`config.mk`:
```
export PLATFORM = sky130hd
export DESIGN_NAME = wss_top
export DESIGN_NICKNAME = d
export VERILOG_FILES = /design/src/design/wss_pkg.sv /design/src/design/wss_sync.sv /design/src/design/wss_tally.sv /design/src/design/wss_top.sv
export SDC_FILE = /design/constraint.sdc
export NUM_CORES = 1
export LEC_CHECK = 0
export BUFFER_PORTS_ARGS = -buffer_cell sky130_fd_sc_hd__buf_2
export CAP_MARGIN = 20
export CORE_MARGIN = 2
export CORE_UTILIZATION = 50
export CTS_CLUSTER_SIZE = 30
export DETAILED_ROUTE_END_ITERATION = 8
export PLACE_DENSITY_LB_ADDON = 0.05
export SYNTH_ARGS = -nofsm -noshare
export SYNTH_HDL_FRONTEND = slang
export SYNTH_HIERARCHICAL = 1
export SYNTH_SLANG_ARGS = --single-unit
```
`constraint.sdc`:
```
create_clock -name REF_CLK -period 3.4 [get_ports REF_CLK]
set_input_delay 0.68 -clock REF_CLK [delete_from_list [all_inputs] [get_ports REF_CLK]]
set_output_delay 0.68 -clock REF_CLK [all_outputs]
set_load 0.02 [all_outputs]
```
`src/design/wss_pkg.sv`:
```
// shared constants and mode types for the weld sequence supervisor
package wss_pkg;

  // input synchroniser layout
  localparam int SYNC_W       = 11;
  localparam int SY_INIT1     = 0;
  localparam int SY_INIT2     = 1;
  localparam int SY_STAGE2    = 2;
  localparam int SY_ESCAPE    = 3;
  localparam int SY_RETRACT   = 4;
  localparam int SY_ERR_RST   = 5;
  localparam int SY_LINE      = 6;
  localparam int SY_SEL0      = 7;

  // field widths
  localparam int PH_W         = 7;
  localparam int SCHED_W      = 6;
  localparam int VOLT_W       = 10;
  localparam int PART_W       = 16;
  localparam int WPP_W        = 14;
  localparam int EOS_W        = 26;

  // fixed schedule for the second initiation input
  localparam logic [SCHED_W-1:0] SCHED_SECOND = 6'h14;
  // phase setting that means wait for escape in wait-here cycle mode
  localparam logic [PH_W-1:0]    PH_INFINITE  = 7'h63;
  localparam logic [PH_W-1:0]    PH_ONE       = 7'h01;
  localparam logic [PH_W-1:0]    PH_MAX       = 7'h7F;

  // documented defaults of the programmable settings
  localparam logic [PART_W-1:0]  PART_LIMIT_DFLT = 16'hEA60;
  localparam logic [WPP_W-1:0]   WPP_DFLT        = 14'h0001;
  localparam logic [VOLT_W-1:0]  VOLT_HIGH_DFLT  = 10'h2B2;
  localparam logic [VOLT_W-1:0]  VOLT_LOW_DFLT   = 10'h0A0;

  // sequence-done pulse length
  localparam int CLK_HZ        = 100000000;
  localparam int EOS_PULSE_MS  = 500;
  localparam int EOS_CYC_DFLT  = EOS_PULSE_MS * (CLK_HZ / 1000);

  typedef enum logic [1:0] {WM_SPOT, WM_SEAM_A, WM_SEAM_B} wss_weld_mode_t;
  typedef enum logic [1:0] {RT_OFF, RT_MAINTAINED, RT_MOMENTARY}
    wss_retract_mode_t;
  typedef enum logic [1:0] {EP_CONTINUE, EP_HEAD_LOCK, EP_STOP}
    wss_err_policy_t;
  typedef enum logic [1:0] {SS_NONE, SS_AFTER_SQZ, SS_BEFORE_SQZ}
    wss_stage2_mode_t;
  typedef enum logic [1:0] {BM_OFF, BM_SQUEEZE, BM_SQZ_WELD, BM_WAIT_HERE}
    wss_beat_mode_t;
  typedef enum logic {SD_PULSED, SD_HANDSHAKE} wss_done_mode_t;

endpackage : wss_pkg

```
`src/design/wss_sync.sv`:
```
// two-stage synchroniser for the asynchronous pin inputs
`timescale 1ns/1ns
module wss_sync
  import wss_pkg::*;
(
  // clock and reset
  input  wire logic              clk,
  input  wire logic              rst,
  // raw and synchronised levels
  input  wire logic [SYNC_W-1:0] async_in,
  output logic      [SYNC_W-1:0] sync_out
);

  typedef struct packed {
    logic [SYNC_W-1:0] meta;
    logic [SYNC_W-1:0] sync;
  } wss_sync_state_t;

  wss_sync_state_t s_r;
  wss_sync_state_t s_nxt;

  // meta stage feeds only the second stage
  genvar gi;
  generate
    for (gi = 0; gi < SYNC_W; gi++)
    begin : g_bit
      always_comb
      begin
        s_nxt.meta[gi] = async_in[gi];
        s_nxt.sync[gi] = s_r.meta[gi];
      end
    end
  endgenerate

  // state register
  always_ff @(posedge clk)
  begin
    if (rst)
      s_r <= '0;
    else
      s_r <= s_nxt;
  end

  assign sync_out = s_r.sync;

endmodule : wss_sync

```
`src/design/wss_tally.sv`:
```
// weld-per-part and part tallies with the part-count limit compare
`timescale 1ns/1ns
module wss_tally
  import wss_pkg::*;
(
  // clock and reset
  input  wire logic              clk,
  input  wire logic              rst,
  // control
  input  wire logic              weld_pulse,
  input  wire logic              count_en,
  input  wire logic [WPP_W-1:0]  welds_per_part,
  input  wire logic [PART_W-1:0] part_limit,
  input  wire logic              clr_part,
  input  wire logic              clr_weld,
  // tallies
  output logic      [WPP_W-1:0]  weld_tally,
  output logic      [PART_W-1:0] part_tally,
  output logic                   limit_hit
);

  typedef struct packed {
    logic [WPP_W-1:0]  weld;
    logic [PART_W-1:0] part;
    logic              hit;
  } wss_tally_state_t;

  wss_tally_state_t s_r;
  wss_tally_state_t s_nxt;
  logic [WPP_W-1:0] weld_inc;

  // counting; a clear request wins over a weld in the same cycle
  always_comb
  begin
    s_nxt    = s_r;
    weld_inc = WPP_W'(s_r.weld + 1'b1);
    if (weld_pulse && count_en)
    begin
      if (weld_inc >= welds_per_part)
      begin
        s_nxt.weld = '0;
        if (s_r.part != '1)
          s_nxt.part = PART_W'(s_r.part + 1'b1);
      end
      else
        s_nxt.weld = weld_inc;
    end
    if (clr_weld)
      s_nxt.weld = '0;
    if (clr_part)
      s_nxt.part = '0;
    s_nxt.hit = (s_nxt.part == part_limit);
  end

  // state register
  always_ff @(posedge clk)
  begin
    if (rst)
      s_r <= '0;
    else
      s_r <= s_nxt;
  end

  assign weld_tally = s_r.weld;
  assign part_tally = s_r.part;
  assign limit_hit  = s_r.hit;

endmodule : wss_tally

```
`src/design/wss_top.sv`:
```
// weld sequence supervisor: phase sequencing, beat, errors, outputs
`timescale 1ns/1ns
module wss_top
  import wss_pkg::*;
#(
  parameter int EOS_PULSE_CYC = EOS_CYC_DFLT
)
(
  // clock and reset
  input  wire logic                       REF_CLK,
  input  wire logic                       SYS_RST,
  // pins from operator or plc
  input  wire logic                       FIRST_INITIATE_INPUT,
  input  wire logic                       SECOND_INITIATE_INPUT,
  input  wire logic                       SCHEDULE_SELECT_BIT0,
  input  wire logic                       SCHEDULE_SELECT_BIT1,
  input  wire logic                       SCHEDULE_SELECT_BIT2,
  input  wire logic                       SCHEDULE_SELECT_BIT3,
  input  wire logic                       SECOND_STAGE_IN,
  input  wire logic                       ESCAPE_IN,
  input  wire logic                       RETRACT_IN,
  input  wire logic                       ERROR_RESET_IN,
  input  wire logic                       LINE_CYCLE_IN,
  // configuration
  input  wire wss_pkg::wss_weld_mode_t    WELD_MODE,
  input  wire wss_pkg::wss_retract_mode_t RETRACT_MODE,
  input  wire wss_pkg::wss_err_policy_t   ERROR_POLICY,
  input  wire logic                       SCHED_EXTERNAL,
  input  wire wss_pkg::wss_stage2_mode_t  STAGE2_MODE,
  input  wire wss_pkg::wss_beat_mode_t    BEAT_MODE,
  input  wire wss_pkg::wss_done_mode_t    SEQUENCE_DONE_MODE,
  input  wire logic                       CYCLE_WAIT_HERE,
  input  wire logic                       CHAIN_NEXT,
  input  wire logic [5:0]                 PROGRAM_SCHEDULE,
  // schedule timing in line cycles and the impulse count
  input  wire logic [6:0]                 SQZ_DELAY_CYC,
  input  wire logic [6:0]                 SQUEEZE_CYC,
  input  wire logic [6:0]                 WELD1_CYC,
  input  wire logic [6:0]                 COOL1_CYC,
  input  wire logic [6:0]                 WELD2_CYC,
  input  wire logic [6:0]                 COOL2_CYC,
  input  wire logic [6:0]                 HOLD_CYC,
  input  wire logic [6:0]                 OFF_CYC,
  input  wire logic [6:0]                 IMPULSES,
  input  wire logic [6:0]                 BLANKING_CYC,
  // supply voltage monitor
  input  wire logic                       VOLT_MON_EN,
  input  wire logic [9:0]                 VOLT_HIGH_LIMIT,
  input  wire logic [9:0]                 VOLT_LOW_LIMIT,
  input  wire logic [9:0]                 VOLT_MEAS,
  input  wire logic                       VOLT_VALID,
  // errors and counters
  input  wire logic                       MAJOR_ERROR,
  input  wire logic                       COUNTER_EN,
  input  wire logic [15:0]                PART_LIMIT,
  input  wire logic [13:0]                WELDS_PER_PART,
  input  wire logic                       RST_PART_TALLY,
  input  wire logic                       RST_WELD_TALLY,
  // actuator and status outputs
  output logic                            VALVE_OUT,
  output logic                            RETRACT_OUT,
  output logic                            SEQUENCE_DONE_OUTPUT,
  output logic                            WELD_ACTIVE,
  output logic                            MEAS_ENABLE,
  output logic [5:0]                      SCHEDULE_NUM,
  output logic                            WELD_LOCKOUT,
  output logic                            ERR_HIGH_VOLT,
  output logic                            ERR_LOW_VOLT,
  output logic                            ERR_PART_LIMIT,
  output logic [15:0]                     PART_TALLY,
  output logic [13:0]                     WELDS_PER_PART_TALLY
);

  typedef enum logic [3:0] {
    ST_IDLE, ST_WAIT_PRE, ST_SQZ_DELAY, ST_SQUEEZE, ST_WAIT_POST,
    ST_WELD1, ST_COOL1, ST_WELD2, ST_COOL2, ST_HOLD, ST_OFF,
    ST_HEAD_LOCK, ST_PAUSE
  } wss_state_t;

  typedef struct packed {
    wss_state_t         st;
    wss_state_t         resume;
    logic [PH_W-1:0]    ph_cnt;
    logic [PH_W-1:0]    imp_cnt;
    logic [PH_W-1:0]    blank_cnt;
    logic               src2;
    logic [SCHED_W-1:0] sched;
    logic               valve;
    logic               retract;
    logic               sequence_done_mode;
    logic [EOS_W-1:0]   eos_cnt;
    logic               lockout;
    logic               err_hv;
    logic               err_lv;
    logic               err_pl;
    logic               weld_pls;
    logic [SYNC_W-1:0]  prev;
  } wss_top_state_t;

  wss_top_state_t    s_r;
  wss_top_state_t    s_nxt;
  logic [SYNC_W-1:0] raw;
  logic [SYNC_W-1:0] sy;
  logic [SYNC_W-1:0] rise;
  logic [PH_W-1:0]   target;
  logic              ph_done;
  logic              init_lvl;
  logic              seam_eff;
  logic              in_sqz;
  logic              in_weld;
  logic              beat_drop;
  logic              hv_cond;
  logic              lv_cond;
  logic              limit_hit;
  logic              err_evt;

  assign raw = {SCHEDULE_SELECT_BIT3, SCHEDULE_SELECT_BIT2,
                SCHEDULE_SELECT_BIT1, SCHEDULE_SELECT_BIT0,
                LINE_CYCLE_IN, ERROR_RESET_IN, RETRACT_IN, ESCAPE_IN,
                SECOND_STAGE_IN, SECOND_INITIATE_INPUT,
                FIRST_INITIATE_INPUT};

  wss_sync u_sync (
    .clk      (REF_CLK),
    .rst      (SYS_RST),
    .async_in (raw),
    .sync_out (sy)
  );

  wss_tally u_tally (
    .clk            (REF_CLK),
    .rst            (SYS_RST),
    .weld_pulse     (s_r.weld_pls),
    .count_en       (COUNTER_EN),
    .welds_per_part (WELDS_PER_PART),
    .part_limit     (PART_LIMIT),
    .clr_part       (RST_PART_TALLY),
    .clr_weld       (RST_WELD_TALLY),
    .weld_tally     (WELDS_PER_PART_TALLY),
    .part_tally     (PART_TALLY),
    .limit_hit      (limit_hit)
  );

  assign rise = sy & ~s_r.prev;

  // programmed length of the current phase
  always_comb
  begin
    case (s_r.st)
      ST_SQZ_DELAY: target = SQZ_DELAY_CYC;
      ST_SQUEEZE:   target = SQUEEZE_CYC;
      ST_WELD1:     target = WELD1_CYC;
      ST_COOL1:     target = COOL1_CYC;
      ST_WELD2:     target = WELD2_CYC;
      ST_COOL2:     target = COOL2_CYC;
      ST_HOLD:      target = HOLD_CYC;
      ST_OFF:       target = OFF_CYC;
      default:      target = '0;
    endcase
  end

  // qualifiers; a wait-here phase set to PH_INFINITE (99) waits for escape
  always_comb
  begin
    ph_done  = (CYCLE_WAIT_HERE && target == PH_INFINITE) ?
               rise[SY_ESCAPE] : (s_r.ph_cnt >= target);
    init_lvl = s_r.src2 ? sy[SY_INIT2] : sy[SY_INIT1];
    seam_eff = (WELD_MODE == WM_SEAM_A) ||
               (WELD_MODE == WM_SEAM_B && !s_r.src2);
    in_sqz   = (s_r.st == ST_WAIT_PRE) || (s_r.st == ST_SQZ_DELAY) ||
               (s_r.st == ST_SQUEEZE) || (s_r.st == ST_WAIT_POST);
    in_weld  = (s_r.st == ST_WELD1) || (s_r.st == ST_COOL1) ||
               (s_r.st == ST_WELD2) || (s_r.st == ST_COOL2);
    // wait-here beat only counts when the cycle mode agrees
    case (BEAT_MODE)
      BM_SQUEEZE:   beat_drop = in_sqz;
      BM_SQZ_WELD:  beat_drop = in_sqz || in_weld;
      BM_WAIT_HERE: beat_drop = CYCLE_WAIT_HERE && (in_sqz || in_weld);
      default:      beat_drop = 1'b0;
    endcase
    beat_drop = beat_drop && !init_lvl;
    hv_cond  = VOLT_MON_EN && VOLT_VALID &&
               (VOLT_MEAS > VOLT_HIGH_LIMIT);
    lv_cond  = VOLT_MON_EN && VOLT_VALID &&
               (VOLT_MEAS < VOLT_LOW_LIMIT);
    err_evt  = MAJOR_ERROR || hv_cond || lv_cond ||
               (limit_hit && !s_r.err_pl);
  end

  // sequence, error and output logic
  always_comb
  begin
    s_nxt          = s_r;
    s_nxt.prev     = sy;
    s_nxt.weld_pls = 1'b0;
    if (rise[SY_LINE] && s_r.ph_cnt != PH_MAX)
      s_nxt.ph_cnt = PH_W'(s_r.ph_cnt + PH_ONE);
    case (s_r.st)
      ST_IDLE:
      begin
        if ((rise[SY_INIT1] || rise[SY_INIT2]) && !s_r.lockout)
        begin
          s_nxt.src2      = !rise[SY_INIT1];
          s_nxt.valve     = 1'b1;
          s_nxt.imp_cnt   = '0;
          s_nxt.blank_cnt = '0;
          s_nxt.sequence_done_mode       = 1'b0;
          s_nxt.eos_cnt   = '0;
          if (!rise[SY_INIT1])
            s_nxt.sched = SCHED_SECOND;
          else if (SCHED_EXTERNAL)
            s_nxt.sched = SCHED_W'(sy[SY_SEL0 +: 4]);
          else
            s_nxt.sched = PROGRAM_SCHEDULE;
          if (STAGE2_MODE == SS_BEFORE_SQZ)
            s_nxt.st = ST_WAIT_PRE;
          else
            s_nxt.st = ST_SQZ_DELAY;
        end
      end
      ST_WAIT_PRE:
        if (sy[SY_STAGE2])
          s_nxt.st = ST_SQZ_DELAY;
      ST_SQZ_DELAY:
        if (ph_done)
          s_nxt.st = ST_SQUEEZE;
      ST_SQUEEZE:
        if (ph_done)
          s_nxt.st = (STAGE2_MODE == SS_AFTER_SQZ && !sy[SY_STAGE2]) ?
                     ST_WAIT_POST : ST_WELD1;
      ST_WAIT_POST:
        if (sy[SY_STAGE2])
          s_nxt.st = ST_WELD1;
      ST_WELD1:
        if (ph_done)
          s_nxt.st = ST_COOL1;
      ST_COOL1:
        if (ph_done)
          s_nxt.st = ST_WELD2;
      ST_WELD2:
        if (ph_done)
          s_nxt.st = ST_COOL2;
      ST_COOL2:
      begin
        if (ph_done)
        begin
          s_nxt.imp_cnt = PH_W'(s_r.imp_cnt + PH_ONE);
          if (!seam_eff && s_nxt.imp_cnt < IMPULSES)
            s_nxt.st = ST_WELD2;
          else
          begin
            s_nxt.weld_pls = 1'b1;
            s_nxt.imp_cnt  = '0;
            if (!seam_eff)
              s_nxt.st = ST_HOLD;
            else if (init_lvl)
              s_nxt.st = ST_WELD2;
            else
            begin
              s_nxt.st    = ST_IDLE;
              s_nxt.valve = 1'b0;
            end
          end
        end
      end
      ST_HOLD:
      begin
        if (ph_done)
        begin
          s_nxt.st    = ST_OFF;
          s_nxt.valve = 1'b0;
          if (SEQUENCE_DONE_MODE == SD_HANDSHAKE && init_lvl)
            s_nxt.sequence_done_mode = 1'b1;
        end
      end
      ST_OFF:
      begin
        if (ph_done)
        begin
          s_nxt.st = ST_IDLE;
          if (SEQUENCE_DONE_MODE == SD_PULSED && !CHAIN_NEXT)
          begin
            s_nxt.sequence_done_mode     = 1'b1;
            s_nxt.eos_cnt = EOS_W'(EOS_PULSE_CYC - 1);
          end
        end
      end
      ST_HEAD_LOCK:
      begin
        if (rise[SY_ESCAPE])
        begin
          s_nxt.st    = ST_IDLE;
          s_nxt.valve = 1'b0;
        end
      end
      ST_PAUSE:
        if (init_lvl)
          s_nxt.st = s_r.resume;
      default:
        s_nxt.st = ST_IDLE;
    endcase

    // beat release: abort, or pause in wait-here
    if (beat_drop)
    begin
      if (BEAT_MODE == BM_WAIT_HERE)
      begin
        s_nxt.st     = ST_PAUSE;
        s_nxt.resume = s_r.st;
      end
      else
      begin
        s_nxt.st    = ST_IDLE;
        s_nxt.valve = 1'b0;
      end
    end

    // error policy; a new error beats a reset in the same cycle
    if (rise[SY_ERR_RST])
      s_nxt.lockout = 1'b0;
    if (err_evt && ERROR_POLICY != EP_CONTINUE)
      s_nxt.lockout = 1'b1;
    if (err_evt && ERROR_POLICY == EP_HEAD_LOCK && s_r.st != ST_IDLE)
    begin
      s_nxt.st    = ST_HEAD_LOCK;
      s_nxt.valve = 1'b1;
    end

    // sticky error flags, cleared by error reset, set wins
    if (rise[SY_ERR_RST])
    begin
      s_nxt.err_hv = 1'b0;
      s_nxt.err_lv = 1'b0;
      s_nxt.err_pl = 1'b0;
    end
    if (hv_cond)
      s_nxt.err_hv = 1'b1;
    if (lv_cond)
      s_nxt.err_lv = 1'b1;
    if (limit_hit)
      s_nxt.err_pl = 1'b1;

    // done output timing; handshake drops when initiation opens
    if (SEQUENCE_DONE_MODE == SD_HANDSHAKE)
    begin
      if (s_r.sequence_done_mode && !init_lvl)
        s_nxt.sequence_done_mode = 1'b0;
    end
    else if (s_r.sequence_done_mode)
    begin
      if (s_r.eos_cnt == '0)
        s_nxt.sequence_done_mode = 1'b0;
      else
        s_nxt.eos_cnt = EOS_W'(s_r.eos_cnt - 1'b1);
    end

    // weld cycles seen so far, for blanking
    if (rise[SY_LINE] && (s_r.st == ST_WELD1 || s_r.st == ST_WELD2) &&
        s_r.blank_cnt != PH_MAX)
      s_nxt.blank_cnt = PH_W'(s_r.blank_cnt + PH_ONE);

    // retraction; beat mode owns the output and retracts on pause
    if (BEAT_MODE != BM_OFF)
      s_nxt.retract = (s_nxt.st == ST_PAUSE);
    else
      case (RETRACT_MODE)
        RT_MAINTAINED: s_nxt.retract = sy[SY_RETRACT];
        RT_MOMENTARY:
          if (rise[SY_RETRACT])
            s_nxt.retract = !s_r.retract;
        default:       s_nxt.retract = 1'b0;
      endcase

    // each phase starts its timing from zero
    if (s_nxt.st != s_r.st)
      s_nxt.ph_cnt = '0;
  end

  // state register
  always_ff @(posedge REF_CLK)
  begin
    if (SYS_RST)
    begin
      s_r        <= '0;
      s_r.st     <= ST_IDLE;
      s_r.resume <= ST_IDLE;
    end
    else
      s_r <= s_nxt;
  end

  // outputs straight from state; weld-active and measurement gates are flops too
  logic meas_r;
  logic weld_r;
  always_ff @(posedge REF_CLK)
  begin
    weld_r <= !SYS_RST && (s_nxt.st == ST_WELD1 || s_nxt.st == ST_WELD2);
    meas_r <= !SYS_RST && (s_nxt.st == ST_WELD1 || s_nxt.st == ST_WELD2) &&
              (s_nxt.blank_cnt >= BLANKING_CYC);
  end

  assign VALVE_OUT            = s_r.valve;
  assign RETRACT_OUT          = s_r.retract;
  assign SEQUENCE_DONE_OUTPUT = s_r.sequence_done_mode;
  assign WELD_ACTIVE          = weld_r;
  assign MEAS_ENABLE          = meas_r;
  assign SCHEDULE_NUM         = s_r.sched;
  assign WELD_LOCKOUT         = s_r.lockout;
  assign ERR_HIGH_VOLT        = s_r.err_hv;
  assign ERR_LOW_VOLT         = s_r.err_lv;
  assign ERR_PART_LIMIT       = s_r.err_pl;

endmodule : wss_top

```
==> results of run 1 <==
## power by group
group	internal [uW]	leakage (uW)	switching, uW
logic	1520	0.00430	1630
clock network	1110	0.000284	727
registers	1600	0.00107	71.9
## placed cells by master, fill, tap and decap left out, types with 7 or more instances in the layout
master | netlist | final
buf_6 | 3 | 8
inv_1 | 73 | 72
or3_1 | 19 | 17
and2_1 | 13 | 12
mux2i_1 | 26 | 25
a31oi_1 | 13 | 11
nor3_1 | 28 | 26
buf_2 | 15 | 212
xnor2_1 | 23 | 22
a311oi_1 | 14 | 11
nor2_1 | 108 | 102
a211oi_1 | 13 | 10
o21ai_0 | 46 | 41
a21o_1 | 8 | 8
ha_1 | 62 | 61
clkbuf_16 | 0 | 18
xor2_1 | 13 | 13
o31ai_1 | 12 | 7
dfxtp_1 | 131 | 119
nor4_1 | 16 | 11
o21ai_1 | 4 | 7
nand3b_1 | 28 | 28
nor2b_1 | 29 | 29
and3_1 | 13 | 13
nand2_1 | 96 | 94
o211ai_1 | 7 | 7
nand3_1 | 47 | 44
buf_4 | 9 | 143
nor2b_2 | 15 | 15
a21oi_1 | 113 | 108
nand4_1 | 15 | 15
nand2b_1 | 28 | 27
## worst max-delay path: cells and delay by family, from the launching register on
family                   cells  cell delay, ns
AND/OR/NAND/NOR              9            1.66
AO/OA/AOI/OAI                3            0.71
adder cells (fa/ha/maj)      2            0.43
flip-flops                   1            0.37
buffers and inverters        1            0.13
XOR/XNOR                     1            0.09
## how the worst max path moves through the flow
stage / end / slack (ns) / cells past startpoint
2_1_floorplan: u_tally/limit_hit$_SDFF_PP0_ / 0.004 / 16
3_3_place_gp: MEAS_ENABLE$_DFF_P_ / -0.28 / 13
3_5_place_dp: MEAS_ENABLE$_DFF_P_ / -0.40 / 13
4_1_cts: u_tally/limit_hit$_SDFF_PP0_ / -0.1 / 15
5_1_grt: s_r[68]$_SDFFE_PP0P_ / -0.33 / 14
6_report: u_tally/limit_hit$_SDFF_PP0_ / -0.1 / 16
## logic make-up (layout without fill, tap and decap cells)
kind of cell | Yosys count | in the layout | share of synthesized area (%)
flops | 131 | 131 | 27.9
xor+xnor | 37 | 37 | 3.59
compound gates | 297 | 297 | 20.5
mux | 27 | 27 | 2.89
buf+inv | 138 | 474 | 6.30
simple gates | 516 | 516 | 30.6
fa+ha+maj | 62 | 62 | 8.25
other cells | 0 | 1 | 0
## cell type report
cell class | count | share of cell area (%)
sequential | 131 | 20.6
multi-input combinational | 939 | 52.4
clock inverter | 10 | 0.759
timing repair buffer | 367 | 17.9
antenna | 1 | 0.0195
tap | 234 | 2.28
inverter | 75 | 2.19
clock buffer | 22 | 3.85
## repair_timing
item / CTS / global route
gates cloned: 0 / 1
buffers inserted: 10 / 11
endpoints found under the hold margin: 0 / 0
gates resized for setup: 51 / 51
pin swaps: 35 / 38
setup endpoints to repair: 38 / 40
## per-stage QoR
step | area [sq um] | std cells | total power [uW] | worst slack (ns) | util, %
after floorplan | 9510 | 1208 | 3150 | 0.00381 | -
after global placement | 11600 | 1724 | 4160 | -0.284 | 62.4
after detailed placement | 11600 | 1724 | 4170 | -0.398 | 62.4
after CTS | 12500 | 1766 | 6330 | -0.0974 | 67.3
after global routing | 12900 | 1778 | 6970 | -0.325 | 69.2
final | 12900 | 1779 | 6650 | -0.0989 | 69.2
## registers in the layout, summed over array words and instances, names as in the netlist, 6 cells and up
name,flops
u_sync/s_nxt,11
u_sync/sync_out,11
u_tally/weld_tally,14
SCHEDULE_NUM,6
u_tally/part_tally,16
s_r,63
## metal layers
layer  up-vias  global-route usage [%]  part of all wire (%)
met1      4585                    36.5                    46
met4         4                    6.42                   1.2
met3        19                    5.60                   5.6
met2       281                    45.7                    47
met5         -                       0                 0.076
li1       5018                       -                     -
==> metrics.txt, run 1 <==
Yosys top cell area share about 28%; DR WL/cell between 15 and 20 microns; CP max-delay cell or4b_1; Worst slew margin between 10% and 20%; CP arrival roughly 3.8 ns; Yosys reg bits approximately 130; R2R setup slack -0.1 ns; area of the multi-input gates 6740 sq um; # Max-Cap Violations 0; CTS Buf Count 17; Clock Tree Buf Depth 2; violation count after the first detailed-route iteration roughly 600; final WL between 20000 and 30000 microns; failing checks negative setup slack; DRC 0; vias in the first global route 9185; Synth async-reset ratio 0%; Initial Utilization 50.6%; WHS 0.430 ns; register area share after synthesis 27.9%; Req. time, crit path ~3.7 ns; Synth area leaders dfxtp_1 (28%), ha_1 (8.2%), a21oi_1 (6.0%); critical path class flip-flop to flip-flop; Nets ~1800; hold path start u_sync/s_nxt[10]$_SDFF_PP0_; Commonest cells post-synth dfxtp_1 (131), a21oi_1 (113), nor2_1 (108); CP Launch Type flip-flop; worst path cell trace ha_4, nand3_2, or2_4, nor2_4, xnor2_2, ha_1, nand4_1, o221ai_2, a21oi_4, and2_4, buf_4, or4b_1, a211oi_2, nor3_1, nand4_1, nor4_2; Worst Skew ~0.012 ns; H-tree levels 4; top_reg_cell synth dfxtp_1; Hold-fix buffers, CTS 0; GRT Total Usage a little over a quarter; Worst Slack Setup Final -0.0989 ns; path type of the worst min-delay path flip-flop to flip-flop; clk root buf clkbuf_16; RSZ-0062 raised after global routing yes; chip height between 100 and 150 microns; Mapped Nets around 1400; Slowest Stage Delay on Critical Path ~0.55 ns; Netlist cell types 95; clk_lat worst skew around 0.42 ns; initial antenna violation count 3; Critical Path End Type flip-flop; Die W roughly 140 microns; Post-Syn Area 9410 sq um; Post-synth EDFFs 0; setup_tns -0.596 ns; f_max 286 MHz; Sequential Area ~2700 sq um; Hold Path End u_sync/sync_out[10]$_SDFF_PP0_; final hold vios 0; CTS tree done; clock-pin slew on the worst setup and hold paths approximately 0.06 ns; Syn-to-layout area delta 36.7%; I/O pin count approximately 210; via count about 9900; total core area between 15000 and 20000 sq um; CP Max Fanout 5; Mean Syn Cell Area 7.79 sq um; Slew Viols, Final 0; Tmin final around 3.5 ns; RR Startpoint u_tally/weld_tally[1]$_SDFFE_PP0P_; worst vdd ir approximately 400 uV; # fillers approximately 1600; DRT Pass-1 Iters 7; reg2reg path depth 16; Pwr Density around 520 nW/um^2; Worst-Margin Slew around 1.2 ns; first-pass GRT wire length ~45000 microns; Site Rows 50; Synth warnings 6; leak pwr roughly 0.0057 uW; hold path depth 1; most frequent cell after synthesis dfxtp_1; routability cong. ~0.94; Antenna Violating Nets Remaining 0; Worst R2R End u_tally/limit_hit$_SDFF_PP0_; Via density between 5 and 6; Mapped Cells 1208; DP Wirelength between 20000 and 25000 microns; status finished, violations left; CP Launch Point u_tally/weld_tally[1]$_SDFFE_PP0P_; die area around 20000 sq um; final setup vio count 10; clk sinks ~130; Most Frequent Cell on Critical Path nand4_1; IO buf count 213; Tcrit/Tclk final 103%; share of layout cells above drive strength 1 33.9%; largest net degree at the start of global routing 32; largest area contributor in the netlist dfxtp_1; GR Overflow Total 0
Note: power is estimated with default switching activity, not from simulation.
==> run 2, diff against run 1 <==
clock period = 3.65 ns   (was 3.4 ns; I/O delays follow)
==> run 2 against run 1 <==
  * The run now ends clean
  * Power fell by 13%
  * Critical path type unchanged
  * Clock skew fell by 0.0015 ns
  * Global-route usage fell by 0.16 points
  * Die area did not move
  * Combinational power fell by 19%
==> metrics.txt, run 2 (synthesis gave the netlist of run 1 again) <==
Worst slew margin 31.1% (+14 points); clk sinks 131 (unchanged); H-tree levels 4 (unchanged); Nets 1735 (-1.5%); Max Used Layer met5; status finished clean; met1 wire length 12700 microns (about the same); IO buf count 213 (unchanged); chip height 141 microns (unchanged); CP Launch Point u_tally/weld_tally[1]$_SDFFE_PP0P_; first-pass GRT wire length 44500 microns (-0.15%); CTS tree done; final setup vio count 0 (-10); Site Rows 50 (unchanged); DRC 0 (unchanged); GRT Total Usage 27.3% (-0.16 points); RSZ-0062 raised after global routing yes; Syn-to-layout area delta 31.8%; met3 wire length 1660 microns (+6.4%); CTS Buf Count 17 (unchanged); Critical Path End Type flip-flop; CP Launch Type flip-flop; Req. time, crit path 3.98 ns (+0.27 ns); Hold-fix buffers, CTS 0 (unchanged); clk root buf clkbuf_16; most frequent cells in the layout buf_2 (212), buf_4 (120), dfxtp_1 (119); CP endpoint u_tally/limit_hit$_SDFF_PP0_; clk_lat worst skew 0.42 ns (about the same); Worst-Margin Slew 1.02 ns (-0.210 ns); # Max-Cap Violations 0 (unchanged); Final Non-Filler Cells 1751 (-1.6%); largest net degree at the start of global routing 51 (+59%); CP arrival 3.97 ns (+0.17 ns); die area 19900 sq um (unchanged); total core area 18600 sq um (unchanged); DP Wirelength 20700 microns (+0.26%); Initial Utilization 50.6% (unchanged); final hold vios 0 (unchanged); final WL 27900 microns (+0.36%); GR Overflow Total 0 (unchanged); met2 wire len 13100 microns (-0.42%); hold path depth 1 (unchanged); vias in the first global route 9051 (-1.5%); commonest non-fill, non-tap cell in the layout buf_2; routability cong. 0.906 (-3.8%); R2R setup slack 0.02 ns (+0.12 ns); Via density 5.65 (+1.4%); share of layout cells above drive strength 1 31.7% (-2.2 points); f_max 275 MHz (-3.7%); number of diodes 0 (-1); post-route design area 12400 sq um (-3.6%); CP Max Fanout 5 (unchanged); Antenna Violating Nets Remaining 0 (unchanged); Die W 141 microns (unchanged); Slew Viols, Final 0 (unchanged); RR Startpoint u_tally/weld_tally[1]$_SDFFE_PP0P_; Clock Tree Buf Depth 2 (unchanged); worst vdd ir 380 uV (-5.5%); Worst Skew 0.0103 ns (-0.00148 ns); DRT Pass-1 Iters 5 (-2); initial antenna violation count 2 (-1); I/O pin count 214 (unchanged); violation count after the first detailed-route iteration 636 (+6.9%); via count 9890 (-0.17%); clock-pin slew on the worst setup and hold paths 0.05 ns (about the same); DR WL/cell 15.9 microns (+2.0%); # fillers 1636 (+2.6%); leak pwr 0.00548 uW (-3.0%); Tmin final 3.63 ns (+0.134 ns); number of flip-flops in the largest register 63 (unchanged); critical path class flip-flop to flip-flop; dpl cells 1703 (-1.2%); Tcrit/Tclk final 99.5% (-3.4 points); Pwr Density 467 nW/um^2 (-9.7%); reg2reg path depth 16 (unchanged); Top reg by flops s_r; Worst R2R End u_tally/limit_hit$_SDFF_PP0_; path type of the worst min-delay path flip-flop to flip-flop; Cell Area, Placed 11300 sq um (-2.4%)
## run 2: area by class of cell
| class | instances | area (sq um) | share of cell area (%) |
|---|---|---|---|
| timing repair buffer | 340 | 2060 | 16.6 |
| sequential | 131 | 2650 | 21.4 |
| multi-input combinational | 939 | 6530 | 52.7 |
| inverter | 75 | 282 | 2.27 |
| clock buffer | 23 | 478 | 3.85 |
| clock inverter | 9 | 104 | 0.837 |
| tap | 234 | 293 | 2.36 |
## run 2: worst max-delay path, cell delays in order, from the launching register on
cell and delay, ns:
dfxtp_2 0.35, buf_4 0.12, ha_1 0.13, nand3_1 0.11
nor3_2 0.24, xor2_1 0.12, ha_1 0.29, nand4_1 0.20
o221ai_2 0.35, a21oi_4 0.11, a2111oi_4 0.37, buf_4 0.18
mux2i_4 0.24, xnor2_1 0.10, o31ai_1 0.24, nand4_1 0.17
nor4_2 0.22
## run 2: per-layer routing
metal / GRT usage (%) / vias to the layer above
li1: - / 4960
met1: 36.9 / 4596
met2: 45.2 / 293
met3: 5.37 / 39
met4: 5.74 / 2
met5: 0 / -
## run 2: what timing repair did
item | in CTS | in global routing
pin swaps | 5 | 33
endpoints found under the setup margin | 25 | 30
setup buffers | 2 | 14
hold endpoints to repair | 0 | 0
gates resized for setup | 25 | 69
## run 2: report_power, final
part / switching (uW) / internal, uW
Combinational: 1370 / 1190
Clock: 629 / 1050
Sequential: 62.4 / 1490
## run 2: how the worst min path moves through the flow
stage,from,to,slack [ns]
2_1_floorplan,u_sync/s_nxt[10]$_SDFF_PP0_,u_sync/sync_out[10]$_SDFF_PP0_,0.41
3_3_place_gp,u_sync/s_nxt[10]$_SDFF_PP0_,u_sync/sync_out[10]$_SDFF_PP0_,0.42
3_5_place_dp,u_sync/s_nxt[3]$_SDFF_PP0_,u_sync/sync_out[3]$_SDFF_PP0_,0.42
4_1_cts,u_sync/s_nxt[3]$_SDFF_PP0_,u_sync/sync_out[3]$_SDFF_PP0_,0.44
5_1_grt,u_sync/s_nxt[10]$_SDFF_PP0_,u_sync/sync_out[10]$_SDFF_PP0_,0.45
6_report,u_sync/s_nxt[3]$_SDFF_PP0_,u_sync/sync_out[3]$_SDFF_PP0_,0.43
## run 2: per-stage QoR
| stage | setup TNS, ns | worst slack [ns] | total power, uW | hold slack (ns) | utilization [%] |
|---|---|---|---|---|---|
| floorplan | -0.0273 | -0.0273 | 2870 | 0.411 | - |
| global placement | -1.98 | -0.153 | 3770 | 0.415 | 60.9 |
| detailed placement | -2.80 | -0.217 | 3770 | 0.421 | 60.9 |
| CTS | 0 | 0.00772 | 5510 | 0.437 | 64.7 |
| global route | -0.437 | -0.208 | 6070 | 0.450 | 66.7 |
| finish | 0 | 0.0172 | 5790 | 0.435 | 66.7 |
==> run 3, diff against run 2 <==
GPL_TIMING_DRIVEN = 0   (was default)
==> run 3 against run 2 <==
  * The flow now finishes with violations (negative setup slack)
  * Power is 7.5% higher
  * Design area is 3.1% higher
  * Worst setup slack worse by 0.15 ns
  * Utilization is 2.1 points higher
  * Largest power group unchanged
  * Via count is 2.6% higher
  * Clock-buffer cell count is 2 lower
  * Highest routed layer unchanged
  * Critical path depth stayed put
  * Clock skew is 0.0060 ns higher
  * Hold slack better by 0.0038 ns
  * Register-to-register slack worse by 0.15 ns
==> metrics.txt, run 3 (synthesis gave the netlist of run 1 again) <==
H-tree levels 4 (unchanged); IO buf count 212 (-0.47%); CP arrival 4.10 ns (+0.13 ns); f_max 264 MHz (-4.0%); Pwr Density 487 nW/um^2 (+4.2%); Req. time, crit path 3.96 ns (-0.02 ns); Combinational Power Share 47.0% (+2.9 points); Site Rows 50 (unchanged); failing checks negative setup slack; final hold vios 0 (unchanged); Switching Fraction 36.8% (+1.3 points); clk root buf clkbuf_16; I/O pin count 214 (unchanged); dpl ws -0.773 ns (-0.556 ns); share of layout cells above drive strength 1 31.9% (+0.23 points); CTS tree done; number of flip-flops in the largest register 63 (unchanged); CTS Buf Count 17 (unchanged); initial antenna violation count 6 (+4); RSZ-0062 raised after global routing yes; Clk network pwr share 28.4% (-0.7 points); chip height 141 microns (unchanged); Antenna Violating Nets Remaining 0 (unchanged); final setup vio count 2 (+2); total core area 18600 sq um (unchanged); GR Overflow Total 0 (unchanged); largest net degree at the start of global routing 17 (-67%); Via density 5.82 (+3.0%); die area 19900 sq um (unchanged); Tmin final 3.78 ns (+0.152 ns); DRT Pass-1 Iters 6 (+1); Syn-to-layout area delta 36.0%; vias in the first global route 9451 (+4.4%); first-pass GRT wire length 45500 microns (+2.3%); Worst Skew 0.0163 ns (+0.00597 ns); violation count after the first detailed-route iteration 694 (+9.1%); # Max-Cap Violations 0 (unchanged); P_sw 2290 uW (+11%); DR WL/cell 17.3 microns (+8.7%); Clock Tree Buf Depth 2 (unchanged); routability cong. 0.987 (+8.9%); dpl cells 1655 (-2.8%); Final Non-Filler Cells 1744 (-0.40%); Worst slew margin 30.7% (-0.40 points); Pint 3930 uW (+5.4%); clock-pin slew on the worst setup and hold paths 0.06 ns (about the same); critical path class flip-flop to flip-flop; DP Wirelength 21200 microns (+2.4%); clk sinks 131 (unchanged); CP Max Fanout 5 (unchanged); Slew Viols, Final 0 (unchanged); via count 10100 (+2.6%); final WL 30200 microns (+8.3%); CP Launch Type flip-flop; Nets 1724 (-0.63%); commonest non-fill, non-tap cell in the layout buf_2; status finished, violations left; GRT Total Usage 28.2% (+0.96 points); most frequent cells in the layout buf_2 (217), dfxtp_1 (116), a21oi_1 (107); Die W 141 microns (unchanged); leak pwr 0.00543 uW (-1.0%); Worst-Margin Slew 1.03 ns (+0.00593 ns); Initial Utilization 50.6% (unchanged); Tcrit/Tclk final 104% (+4.2 points); worst vdd ir 444 uV (+17%); DRC 0 (unchanged); Critical Path End Type flip-flop; Worst Slack Setup Final -0.135 ns (-0.152 ns); Top reg by flops s_r; clk_lat worst skew 0.43 ns (about the same); path type of the worst min-delay path flip-flop to flip-flop; Sequential Power Share 24.6% (-2.3 points)
run 3: changes by cell type in the layout (fill, tap and decap cells not counted), moves of 4 or more:
cell	change
buf_4	-65
buf_2	+5
clkbuf_1	+21
clkbuf_4	+4
buf_6	+7
diode_2	+4
buf_8	+5
run 3: area by class of cell:
type                       count  area [sq um]
sequential                   131          2660
antenna                        4          10.0
inverter                      75           284
timing repair buffer         271          1620
clock inverter                11           151
clock buffer                  21           460
fill                        1596          5790
tap                          234           293
buffer                        58           400
multi-input combinational    939          6910
run 3: what timing repair did:
| action | in CTS | in global routing |
|---|---|---|
| pin swaps | 32 | 54 |
| buffers inserted | 21 | 33 |
| setup endpoints to repair | 64 | 45 |
| hold buffers | 0 | 0 |
| gates cloned | 0 | 4 |
| gates resized for setup | 86 | 123 |
run 3: critical path: stages, from the launching register on:
cell,delay (ns)
dfxtp_4,0.40
ha_4,0.16
nand3_4,0.11
or2_4,0.29
nor2_4,0.12
xnor2_2,0.08
ha_1,0.30
nand4_1,0.19
nor2_4,0.23
o311ai_4,0.17
buf_4,0.19
a21oi_4,0.20
and4_4,0.26
mux2i_1,0.21
xor2_1,0.24
nand4_1,0.17
nor4_2,0.36
run 3: final timing paths:
check             slack, ns  cells past startpoint                                from                            end
hold / removal         0.44                      1          u_sync/s_nxt[2]$_SDFF_PP0_  u_sync/sync_out[2]$_SDFF_PP0_
setup / recovery      -0.13                     16  u_tally/weld_tally[1]$_SDFFE_PP0P_   u_tally/limit_hit$_SDFF_PP0_
hold reg to reg        0.44                      1          u_sync/s_nxt[2]$_SDFF_PP0_  u_sync/sync_out[2]$_SDFF_PP0_
setup reg to reg      -0.13                     16  u_tally/weld_tally[1]$_SDFFE_PP0P_   u_tally/limit_hit$_SDFF_PP0_
run 3: stage by stage:
| step | hold slack, ns | setup TNS (ns) | total power, uW | util [%] | area (sq um) |
|---|---|---|---|---|---|
| global placement | 0.415 | -22.96 | 3440 | 58.0 | 10800 |
| finish | 0.438 | -0.139 | 6230 | 68.8 | 12800 |
| CTS | 0.442 | -0.00883 | 5620 | 64.0 | 11900 |
| floorplan | 0.411 | -0.0273 | 2870 | - | 9420 |
| detailed placement | 0.424 | -23.51 | 3450 | 58.0 | 10800 |
| global route | 0.456 | -1.36 | 6510 | 68.8 | 12800 |
run 3: metal layers:
metal	track usage, %	vias up	share of wire, %
li1	-	4949	-
met1	35.1	4706	42
met2	47.1	418	48
met3	7.07	71	7.4
met4	10.7	4	2.9
met5	0	-	0.089
run 3: power groups by stage:
stage          combinational (uW)  sequential [uW]  clock [uW]
3_5_place_dp                 1890             1550           0
4_1_cts                      2300             1530        1790
3_3_place_gp                 1890             1550           0
2_1_floorplan                1310             1550           0
6_report                     2920             1530        1770
5_1_grt                      3110             1540        1860
